`src/common/erqf_pkg.sv`:
```
// Constants and state layout for the external request flag block.
package erqf_pkg;
  localparam int          ERQF_NSRC   = 6;         // External request inputs.
  localparam int          ERQF_AW     = 4;         // Register address width.
  localparam int          ERQF_DW     = 16;        // Register data width.
  localparam int          ERQF_VW     = 16;        // Vector address width.
  localparam logic [3:0]  A_FLAGS     = 4'h0;      // external_request_flags.
  localparam logic [3:0]  A_SENSE     = 4'h2;      // request_sense_control.
  localparam logic [3:0]  A_CPU_EN    = 4'h4;      // CPU request enables.
  localparam logic [3:0]  A_XFER_EN   = 4'h6;      // Transfer start enables.
  localparam logic [3:0]  A_OVR_STAT  = 4'h8;      // Lost event status.
  localparam logic [3:0]  A_OVR_CLR   = 4'ha;      // Lost event clear.
  localparam logic [3:0]  A_OVR_EN    = 4'hc;      // Lost event enables.
  localparam logic [5:0]  FLAGS_RST   = 6'h00;     // Flags after reset.
  localparam logic [5:0]  PINS_IDLE   = 6'h3f;     // Request pins idle high.
  localparam logic [1:0]  RSV_ZERO    = 2'h0;      // Reserved bits 7 and 6.
  localparam logic [11:0] SENSE_RST   = 12'h000;   // All inputs low level.
  localparam logic [15:0] VEC_STEP    = 16'h0004;  // Bytes per vector entry.

  // Sense selection, two bits per input.
  typedef enum logic [1:0] {
    SENSE_LOW  = 2'b00,
    SENSE_FALL = 2'b01,
    SENSE_RISE = 2'b10,
    SENSE_BOTH = 2'b11
  } erqf_sense_e;

  // Whole state of the block.
  typedef struct packed {
    logic [5:0]  s1;        // Input synchroniser, first stage.
    logic [5:0]  s2;        // Second stage.
    logic [5:0]  s3;        // Third stage.
    logic [5:0]  lvl;       // Filtered input level.
    logic [5:0]  flags;     // Request flags.
    logic [5:0]  arm;       // Flag read as one, clear allowed.
    logic [5:0]  clr_pend;  // Software clears awaiting instruction end.
    logic [11:0] sense;     // Sense selection per input.
    logic [5:0]  cpu_en;    // Enables as written by software.
    logic [5:0]  eff_en;    // Enables in force.
    logic [5:0]  xfer_en;   // Transfer controller start enables.
    logic [5:0]  ovr;       // Lost event status.
    logic [5:0]  ovr_en;    // Lost event enables.
    logic [15:0] rdata;     // Read data.
    logic        req;       // CPU request.
    logic [2:0]  req_id;    // CPU request source.
    logic [15:0] vec;       // Vector table address.
    logic        xreq;      // Transfer controller request.
    logic [2:0]  xid;       // Transfer request source.
    logic        int_o;     // Lost event interrupt.
  } erqf_state_s;
endpackage

```
`src/verilog/erqf_top.sv`:
```
// Request flag logic for six external interrupt inputs.
//
// Added by the designer: the strobed register port and the register offsets.
`timescale 1ns/1ps
module erqf_top #(
  parameter logic [15:0] VEC_BASE = 16'h0040  // Vector of input 0.
) (
  input  wire logic                          CLK_I,
  input  wire logic                          RST_N_I,
  input  wire logic                          CE_I,
  input  wire logic [erqf_pkg::ERQF_AW-1:0]  ADDR_I,
  input  wire logic [erqf_pkg::ERQF_DW-1:0]  WDATA_I,
  input  wire logic                          WR_I,
  input  wire logic                          RD_I,
  output logic      [erqf_pkg::ERQF_DW-1:0]  RDATA_O,
  input  wire logic [erqf_pkg::ERQF_NSRC-1:0] REQ_IN_I,
  input  wire logic                          INSN_DONE_I,
  input  wire logic                          EXC_ACK_I,
  input  wire logic [2:0]                    EXC_SRC_I,
  input  wire logic                          XFER_START_I,
  input  wire logic [2:0]                    XFER_SRC_I,
  input  wire logic                          XFER_DISABLE_I,
  output logic                               REQ_O,
  output logic      [2:0]                    REQ_ID_O,
  output logic      [erqf_pkg::ERQF_VW-1:0]  VEC_O,
  output logic                               XFER_REQ_O,
  output logic      [2:0]                    XFER_ID_O,
  output logic                               INT_O
);
  import erqf_pkg::*;

  // Vector entries are whole words, so the base must be aligned.
  if (VEC_BASE[1:0] != 2'h0) begin : g_bad_base
    $error("VEC_BASE must be word aligned");
  end

  // Combinational helpers below are filled by the next-state process, except cpu_pend_w and xfr_pend_w.
  erqf_state_s st;       // Registered state.
  erqf_state_s nx;       // Next state.
  logic [5:0]  set_w;    // Flags set this cycle.
  logic [5:0]  exc_clr_w; // Flags cleared by exception handling.
  logic [5:0]  xfr_clr_w; // Flags cleared by transfer start.
  logic [5:0]  sw_clr_w; // Flags cleared by software.
  logic [5:0]  cpu_pend_w; // Flags that may request the CPU.
  logic [5:0]  xfr_pend_w; // Flags that may start a transfer.
  logic [5:0]  lost_w;   // Events lost on flags already set.

  // Lowest index wins; the fixed order keeps priority simple and predictable.
  function automatic logic [3:0] prio(input logic [5:0] m);
    logic [3:0] r;
    r = 4'h0;
    // Scanning downward lets the lowest set index write the result last.
    for (int i = ERQF_NSRC - 1; i >= 0; i--) begin
      if (m[i]) begin
        r = {1'b1, 3'(i)};
      end
    end
    return r;
  endfunction

  // One-hot decode of a source number, ignoring numbers past the inputs.
  function automatic logic [5:0] onehot(input logic [2:0] n);
    logic [5:0] r;
    r = 6'h00;
    for (int i = 0; i < ERQF_NSRC; i++) begin
      if (n == 3'(i)) begin
        r[i] = 1'b1;
      end
    end
    return r;
  endfunction

  // Next state: inputs, flags, registers and requests.
  always_comb begin
    logic [5:0]  lvl_n;
    logic [5:0]  hot;
    logic [3:0]  pc;
    logic [3:0]  px;
    erqf_sense_e sel;
    lvl_n = st.lvl;
    hot = 6'h00;
    pc = 4'h0;
    px = 4'h0;
    sel = SENSE_LOW;
    nx = st;
    set_w = 6'h00;
    exc_clr_w = 6'h00;
    xfr_clr_w = 6'h00;
    sw_clr_w = 6'h00;
    lost_w = 6'h00;
    // Three stages; a change counts once stages two and three agree.
    nx.s1 = REQ_IN_I;
    nx.s2 = st.s1;
    nx.s3 = st.s2;
    for (int i = 0; i < ERQF_NSRC; i++) begin
      if (st.s2[i] == st.s3[i]) begin
        lvl_n[i] = st.s3[i];
      end
    end
    nx.lvl = lvl_n;
    // Event detection per input.
    // The filtered level of the previous cycle is the reference for edges.
    for (int i = 0; i < ERQF_NSRC; i++) begin
      sel = erqf_sense_e'(st.sense[2*i +: 2]);
      case (sel)
        SENSE_LOW: begin
          set_w[i] = ~lvl_n[i];
        end
        SENSE_FALL: begin
          set_w[i] = st.lvl[i] & ~lvl_n[i];
        end
        SENSE_RISE: begin
          set_w[i] = ~st.lvl[i] & lvl_n[i];
        end
        SENSE_BOTH: begin
          set_w[i] = st.lvl[i] ^ lvl_n[i];
        end
        default: begin
          set_w[i] = 1'b0;
        end
      endcase
    end
    // Exception handling clears; a held low level keeps its flag.
    if (EXC_ACK_I) begin
      // Source numbers past the last input select nothing.
      hot = onehot(EXC_SRC_I);
      for (int i = 0; i < ERQF_NSRC; i++) begin
        if (st.sense[2*i +: 2] == SENSE_LOW) begin
          exc_clr_w[i] = hot[i] & st.lvl[i];
        end else begin
          exc_clr_w[i] = hot[i];
        end
      end
    end
    // A transfer start clears unless the controller keeps the flag.
    if (XFER_START_I && !XFER_DISABLE_I) begin
      xfr_clr_w = onehot(XFER_SRC_I);
    end
    // Software clears are held until the writing instruction ends.
    if (INSN_DONE_I) begin
      // CPU enables and clears written during the instruction land together; transfer enables apply at once.
      sw_clr_w = st.clr_pend;
      nx.clr_pend = 6'h00;
      nx.eff_en = st.cpu_en;
    end
    // A set beats any clear landing in the same cycle.
    nx.flags = (st.flags & ~(exc_clr_w | xfr_clr_w | sw_clr_w)) | set_w;
    // An event on a flag already set would be lost, so record it.
    lost_w = set_w & st.flags & ~(exc_clr_w | xfr_clr_w | sw_clr_w);
    nx.ovr = st.ovr | lost_w;
    // Read data, registered so it stands in the cycle after the strobe.
    nx.rdata = 16'h0000;
    if (RD_I) begin
      case (ADDR_I)
        A_FLAGS: begin
          // Reading arms every flag that is set at this moment.
          nx.rdata = {8'h00, RSV_ZERO, st.flags};
          nx.arm = st.arm | st.flags;
        end
        A_SENSE: begin
          nx.rdata = {4'h0, st.sense};
        end
        A_CPU_EN: begin
          nx.rdata = {10'h000, st.cpu_en};
        end
        A_XFER_EN: begin
          nx.rdata = {10'h000, st.xfer_en};
        end
        A_OVR_STAT: begin
          nx.rdata = {10'h000, st.ovr};
        end
        A_OVR_EN: begin
          nx.rdata = {10'h000, st.ovr_en};
        end
        default: begin
          nx.rdata = 16'h0000;
        end
      endcase
    end
    // Register writes; unmapped addresses are ignored.
    if (WR_I) begin
      case (ADDR_I)
        A_FLAGS: begin
          // Only armed bits written zero are queued; any write disarms every flag.
          nx.clr_pend = nx.clr_pend | (st.arm & ~WDATA_I[5:0]);
          nx.arm = 6'h00;
        end
        A_SENSE: begin
          nx.sense = WDATA_I[11:0];
        end
        A_CPU_EN: begin
          nx.cpu_en = WDATA_I[5:0];
        end
        A_XFER_EN: begin
          nx.xfer_en = WDATA_I[5:0];
        end
        A_OVR_CLR: begin
          // A lost event in the same cycle as its clear stays recorded.
          nx.ovr = (st.ovr & ~WDATA_I[5:0]) | lost_w;
        end
        A_OVR_EN: begin
          nx.ovr_en = WDATA_I[5:0];
        end
        default: begin
          // Other addresses leave every register as it is.
          nx.ovr_en = st.ovr_en;
        end
      endcase
    end
    // Arming is lost once the flag has dropped by other means.
    nx.arm = nx.arm & nx.flags;
    // CPU requests use the enables in force, so a late event is still taken; transfer requests use xfer_en as written.
    pc = prio(cpu_pend_w);
    nx.req = pc[3];
    nx.req_id = pc[2:0];
    nx.vec = VEC_BASE + 16'(pc[2:0]) * VEC_STEP;
    px = prio(xfr_pend_w);
    nx.xreq = px[3];
    nx.xid = px[2:0];
    nx.int_o = |(nx.ovr & st.ovr_en);
  end

  // The CPU path sees the enables in force, not the ones just written.
  assign cpu_pend_w = st.flags & st.eff_en;
  assign xfr_pend_w = st.flags & st.xfer_en;

  // State register; clock enable low freezes everything.
  always_ff @(posedge CLK_I or negedge RST_N_I) begin
    if (!RST_N_I) begin
      st <= '0;
      st.flags <= FLAGS_RST;
      st.sense <= SENSE_RST;
      // Synchroniser and filter start at the idle pin level, so leaving reset
      // looks like neither a low level nor a falling edge on every input.
      st.s1 <= PINS_IDLE;
      st.s2 <= PINS_IDLE;
      st.s3 <= PINS_IDLE;
      st.lvl <= PINS_IDLE;
    end else if (CE_I) begin
      st <= nx;
    end
  end

  // Every output comes straight from the state register.
  assign RDATA_O = st.rdata;
  assign REQ_O = st.req;
  assign REQ_ID_O = st.req_id;
  assign VEC_O = st.vec;
  assign XFER_REQ_O = st.xreq;
  assign XFER_ID_O = st.xid;
  assign INT_O = st.int_o;

  // Reserved flag bits always read back as zero.
  chk_reserved_zero: assert property (@(posedge CLK_I) disable iff (!RST_N_I)
    CE_I && RD_I && ADDR_I == A_FLAGS |=> RDATA_O[7:6] == 2'h0)
    else $error("reserved flag bits read non-zero");

  // A detected event leaves its flag set.
  chk_event_sets: assert property (@(posedge CLK_I) disable iff (!RST_N_I)
    CE_I && set_w != 6'h00 |=> (st.flags & $past(set_w)) == $past(set_w))
    else $error("event did not set its flag");

  // A write of zero queues a clear only for armed flags.
  chk_arm_gate: assert property (@(posedge CLK_I) disable iff (!RST_N_I)
    CE_I && WR_I && ADDR_I == A_FLAGS
    |=> (st.clr_pend & ~$past(st.clr_pend) & ~$past(st.arm)) == 6'h00)
    else $error("clear queued without prior read");

  // Exception handling clears the chosen flag unless an event re-sets it.
  chk_exc_clear: assert property (@(posedge CLK_I) disable iff (!RST_N_I)
    CE_I && exc_clr_w != 6'h00 |=> (st.flags & $past(exc_clr_w) & ~$past(set_w)) == 6'h00)
    else $error("exception handling left flag set");

  // Low level held at acceptance keeps the flag.
  // A transfer start or instruction end may legally clear it, so those are left out.
  chk_low_keeps: assert property (@(posedge CLK_I) disable iff (!RST_N_I)
    CE_I && EXC_ACK_I && (onehot(EXC_SRC_I) & ~st.lvl & ~{st.sense[10], st.sense[8],
    st.sense[6], st.sense[4], st.sense[2], st.sense[0]} & ~{st.sense[11], st.sense[9],
    st.sense[7], st.sense[5], st.sense[3], st.sense[1]} & st.flags) != 6'h00
    && !XFER_START_I && !INSN_DONE_I |=> (st.flags & $past(onehot(EXC_SRC_I))) != 6'h00)
    else $error("low level flag cleared at exception");

  // Transfer start with disable low clears the flag.
  chk_xfer_clear: assert property (@(posedge CLK_I) disable iff (!RST_N_I)
    CE_I && xfr_clr_w != 6'h00 |=> (st.flags & $past(xfr_clr_w) & ~$past(set_w)) == 6'h00)
    else $error("transfer start left flag set");

  // CPU enables in force change only when an instruction ends.
  chk_delay_en: assert property (@(posedge CLK_I) disable iff (!RST_N_I)
    CE_I && !INSN_DONE_I |=> st.eff_en == $past(st.eff_en))
    else $error("enable took effect mid-instruction");

  // Without an instruction end, only hardware clears drop flags.
  chk_flag_hold: assert property (@(posedge CLK_I) disable iff (!RST_N_I)
    CE_I && !INSN_DONE_I |=> ($past(st.flags) & ~st.flags & ~$past(exc_clr_w)
    & ~$past(xfr_clr_w)) == 6'h00)
    else $error("flag dropped without a clear");

  // The request names the highest-priority pending source.
  chk_prio_pick: assert property (@(posedge CLK_I) disable iff (!RST_N_I)
    CE_I && cpu_pend_w != 6'h00 |=> REQ_O && (($past(cpu_pend_w) >> REQ_ID_O) & 6'h01) == 6'h01
    && ($past(cpu_pend_w) & ((6'h01 << REQ_ID_O) - 6'h01)) == 6'h00)
    else $error("wrong request priority");

  // The vector follows the requesting source.
  chk_vector: assert property (@(posedge CLK_I) disable iff (!RST_N_I)
    REQ_O |-> VEC_O == VEC_BASE + 16'(REQ_ID_O) * VEC_STEP)
    else $error("vector address mismatch");

  // Transfer requests follow the transfer enables.
  chk_xfer_req: assert property (@(posedge CLK_I) disable iff (!RST_N_I)
    CE_I |=> XFER_REQ_O == ($past(xfr_pend_w) != 6'h00))
    else $error("transfer request mismatch");

  // A lost event survives a clear written in the same cycle.
  chk_lost_kept: assert property (@(posedge CLK_I) disable iff (!RST_N_I)
    CE_I && lost_w != 6'h00 |=> (st.ovr & $past(lost_w)) == $past(lost_w))
    else $error("lost event not recorded");

  // Queued software clears land at the instruction end.
  chk_sw_clear: assert property (@(posedge CLK_I) disable iff (!RST_N_I)
    CE_I && INSN_DONE_I && st.clr_pend != 6'h00
    |=> (st.flags & $past(st.clr_pend) & ~$past(set_w)) == 6'h00)
    else $error("queued clear did not land");

  // Read data stand for one cycle only, then fall back to zero.
  chk_rdata_idle: assert property (@(posedge CLK_I) disable iff (!RST_N_I)
    CE_I && !RD_I |=> RDATA_O == 16'h0000)
    else $error("read data outside the read cycle");
endmodule

```
`config.mk`:
```
export PLATFORM = sky130hd
export DESIGN_NAME = erqf_top
export DESIGN_NICKNAME = d
export VERILOG_FILES = /design/src/common/erqf_pkg.sv /design/src/verilog/erqf_top.sv
export SDC_FILE = /design/constraint.sdc
export NUM_CORES = 1
export LEC_CHECK = 0
export BUFFER_PORTS_ARGS = -buffer_cell sky130_fd_sc_hd__buf_4
export CORE_ASPECT_RATIO = 0.8
export CORE_MARGIN = 1.5
export CORE_UTILIZATION = 38
export CTS_CLUSTER_SIZE = 24
export DETAILED_ROUTE_END_ITERATION = 8
export SLEW_MARGIN = 20
export SYNTH_ARGS = -nofsm -noshare
export SYNTH_HDL_FRONTEND = slang
export SYNTH_SLANG_ARGS = --single-unit
export TNS_END_PERCENT = 20
```
`constraint.sdc`:
```
create_clock -name CLK_I -period 4.1 [get_ports CLK_I]
set_input_delay 1.23 -clock CLK_I [delete_from_list [all_inputs] [get_ports CLK_I]]
set_output_delay 1.23 -clock CLK_I [all_outputs]
set_load 0.005 [all_outputs]
```
; Yosys cells after proc, flatten, opt, wreduce, memory -nomap -nowiden
; Cells that the tools add are included.
; W data, S select, Z words.
[totals]
ff_bits = 125
inputBits = 41
word_cells = 195
[op_classes]
add_sub_neg = 1
eq_ne = 40
muxes = 63
bitwise_logic = 54
reduce_logical = 17
[ops]
columns = operator, n
row1 = $pmux W12 S6, 1
row2 = $and A6 B6 Y6, 9
row3 = $mux W6, 9
row4 = $mux W12, 4
row5 = $mux W4, 12
row6 = $or A6 B6 Y6, 7
row7 = $mux W1, 30
row8 = $mux W30, 1
row9 = $eq A2 B2 Y1 const B, 12
row10 = $pmux W1 S4, 6
row11 = $and A1 B1 Y1, 18
row12 = $eq A2 B1 Y1 const B, 6
row13 = $eq A3 B2 Y1 const B, 4
row14 = $eq A3 B3 Y1 const B, 4
row15 = $eq A4 B4 Y1 const B, 3
row16 = $logic_not A2 Y1, 6
row17 = $not A1 Y1, 12
row18 = $not A6 Y6, 2
row19 = $reduce_and A3 Y1, 4
row20 = $add A7 B5 Y8 const A, 1
row21 = $eq A4 B3 Y1 const B, 2
row22 = $eq A1 B1 Y1, 6
row23 = $eq A3 B1 Y1 const B, 2
row24 = $logic_not A3 Y1, 2
row25 = 7 further kinds, 12

; Logic depth before layout (Yosys ltp)
[logic_depth]
depth_word = 15
depth_mapped = 8
depth_no_buf = 8

; Least setup slack after synthesis
; No wires, ideal clock.
[synth_path]
path_kind = input to register
startpoint = input ADDR_I[1] in the netlist's numbering
endpoint = register st[72] in the netlist's numbering
setup_time_ns = 0.128
arrival_ns = 2.410
t_required_ns = 3.972
setup_slack_ns = 1.563
stages = 5
n_path_buf = 2
path_cell_list = buf_2 -> and3b_1 -> and3_1 -> buf_2 -> mux2_1
[synth_between]
elab_chain_len = 2
[synth_lines]
columns = item, line
row1 = from (decl), erqf_top.sv:11  ; input wire logic [erqf_pkg::ERQF_AW-1:0] ADDR_I,
row2 = $eq A4 B2 Y1, erqf_top.sv:182  ; case (ADDR_I)
row3 = $reduce_and A3 Y1 (no line), n/a
row4 = to (signal assigned), erqf_top.sv:240  ; st <= nx;
row5 = to (decl), erqf_top.sv:38  ; erqf_state_s st;
; No other way between the ends.
; A chain may end at the register's enable or synchronous reset.

; Worst setup path after layout
[layout_path]
startpoint = input ADDR_I[1] in the netlist's numbering
endpoint = register st[82] in the netlist's numbering
; Same word-level chain as after synthesis.

==> qor.txt <==
CTS resizes: 0
Total number of vias: 4,067
#FFs+latches synth: 106
Final hold vios: 0
Final weighted congestion in routability-driven placement: 0.885
Most common cell in the netlist: dfrtp_1
PortBufs: 61
Deepest clock path buffer count: 2
FF/Latch Area: 2680 µm²
Synth top area cells: dfrtp_1, dfstp_2, mux2_1
Die width: 139 µm
Tot GR Track Use: 18.0%
Slew margin rel.: 43.7%
Multi-input logic area: 2490 µm²
Crit path time final: 2.71 ns
RSZ-0062 raised after global routing: no
YS warnings: 0
Synth unique cells: 60
Most used flip-flop cell after synthesis: dfrtp_1
Max Slew Vio Count: 0
Nets: 588
Post-layout power: 3.09 mW
Core Region: 14,300 µm²
Die H: 112 µm
WL per Instance: 18.7 µm
Vias in the first global route: 4,043
Maxcap violations: 0
# H-tree levels: 3
Asr flop ratio synth: 100%
Final Skew: 0.00462 ns
Critical path class: input pin to register
Initial Util: 39.0%
Peak Freq: 369 MHz
Via-per-instance ratio: 5.59
Area grow syn2layout: 12.6%
Final Cycle Share: 66.1%
Avg Cell Area, Syn: 11.0 µm²
Register-to-register setup slack: 1.61 ns
Commonest cells post-synth: dfrtp_1, nand2_1, buf_4, nor2_1, a21oi_1
Seq/Total Area, Yosys: 47.9%
Worst Hold Class: register to register
Row cnt: 39
Clock slew at reported path FFs: 0.07 ns
DRT Wirelength: 13,600 µm
Pin count of the biggest net entering global routing: 64
DRC Markers: 0
Post-route ant nets: 0
Initial antenna violation count: 0
CTS Buf Count: 9
Clock sink count: 106
Clock latency on the worst-skew pair: 0.35 ns
Iter 0 DRT Violations: 276
CP arrival: 2.95 ns
Post-Synthesis Cell Area: 5600 µm²
Worst EP required: 4.34 ns
CTS tree: done
Setup tns final: 0 ns
Post-Synthesis Cells: 507
Type of destination of the critical path: register
Status: finished clean
Postcts setup bufs: 0
Cell Pwr Density: 491 nW/µm²
Total global routing overflow: 0
Clock root buffer: clkbuf_16
# IOs: 82
HPWL after DPL: 9770 µm
Final number of setup-violating endpoints: 0
Peak VDD IR: 0.215 mV
First-pass DRT Iterations: 5
Inserted Diodes: 0
First-pass GRT wire length: 21,700 µm
LEAKAGE: 2.76 nW
Die Area: 15,500 µm²
CTS Hold Bufs: 0
Crit start category: input pin
Worst Tran Pin Value: 0.838 ns
Largest area contributor in the netlist: dfrtp_1
Share of cells above drive strength 1: 27.2%
Layout filler cell count: 1,337
Share of the synthesized area in the top cell type: 36.7%
Crit path max fanout: 17
Post-synth EDFFs: 0
==> cell families (layout without fill, tap and decap cells) <==
logic type / count (synthesis) / in the layout / synth area share, %
flops: 106 / 106 / 47.9
compound gates: 116 / 116 / 14.6
fa+ha+maj: 13 / 13 / 2.73
other cells: 1 / 16 / 0.0670
simple gates: 120 / 120 / 11.1
buf+inv: 84 / 106 / 8.58
mux: 67 / 67 / 15.0
==> area by class of cell <==
cell class	instances	share of cell area, %
timing repair buffer	66	7.86
tap	184	3.65
sequential	106	42.6
multi-input combinational	332	39.5
inverter	24	1.43
clock buffer	12	3.75
clock inverter	4	1.21
==> layer usage <==
layer / GRT usage, % / part of all wire [%] / vias up
met4: 6.94 / 2.1 / 0
met2: 27.7 / 46 / 131
li1: - / - / 1867
met5: 0 / 0 / -
met1: 24.5 / 46 / 2049
met3: 4.82 / 6.0 / 20
==> critical path: stages <==
cell,delay (ns)
buf_4,0.25
and3b_1,0.33
and3_1,0.72
mux2_2,0.41
==> where the power goes <==
group	switching (mW)	internal (mW)	total (mW)
Sequential	0.204	1.26	1.47
Clock	0.392	0.539	0.931
Combinational	0.344	0.354	0.697
Total	0.940	2.15	3.09
==> cells in the final DEF, fill, tap and decap left out, types with 4 or more instances in the layout <==
cell,instances
ha_1,8
dfstp_2,24
a22o_1,9
clkbuf_16,9
o21ai_0,13
mux2i_1,6
nor3_1,8
nand4_1,4
a22oi_1,4
a21oi_1,29
a211oi_1,8
conb_1,16
nor4_2,4
mux4_2,8
a32o_1,8
a31oi_1,6
nand2_1,40
mux2_2,26
inv_1,24
buf_4,66
nor2_1,36
o2bb2ai_1,12
dfrtp_1,82
mux2_1,27
==> path summary, 6_finish.rpt <==
check,depth (start not counted),from,endpoint
hold reg to reg,1,VEC_O[6],VEC_O[6]
min in group asynchronous,1,RST_N_I,st[78]
hold / removal,1,VEC_O[6],VEC_O[6]
max in group asynchronous,2,RST_N_I,RDATA_O[3]
setup reg to reg,7,st[106],INT_O
setup / recovery,4,ADDR_I[1],st[82]
==> stage by stage <==
stage	instances	utilization, %	hold WS (ns)	area, µm²	worst slack [ns]
floorplan	522	-	0.438	5650	1.56
global placement	712	41.7	0.470	5990	1.08
detailed placement	712	41.7	0.472	5990	1.07
CTS	728	43.9	0.490	6300	1.44
global route	728	43.9	0.513	6300	1.29
finish	728	43.9	0.476	6300	1.39
==> registers in the layout, indices dropped and copies added, names as in the netlist, 2 cells and up <==
name	count
XFER_ID_O	3
VEC_O	2
REQ_ID_O	2
RDATA_O	12
nx	12
st	72
(Power assumes the default switching activity.)
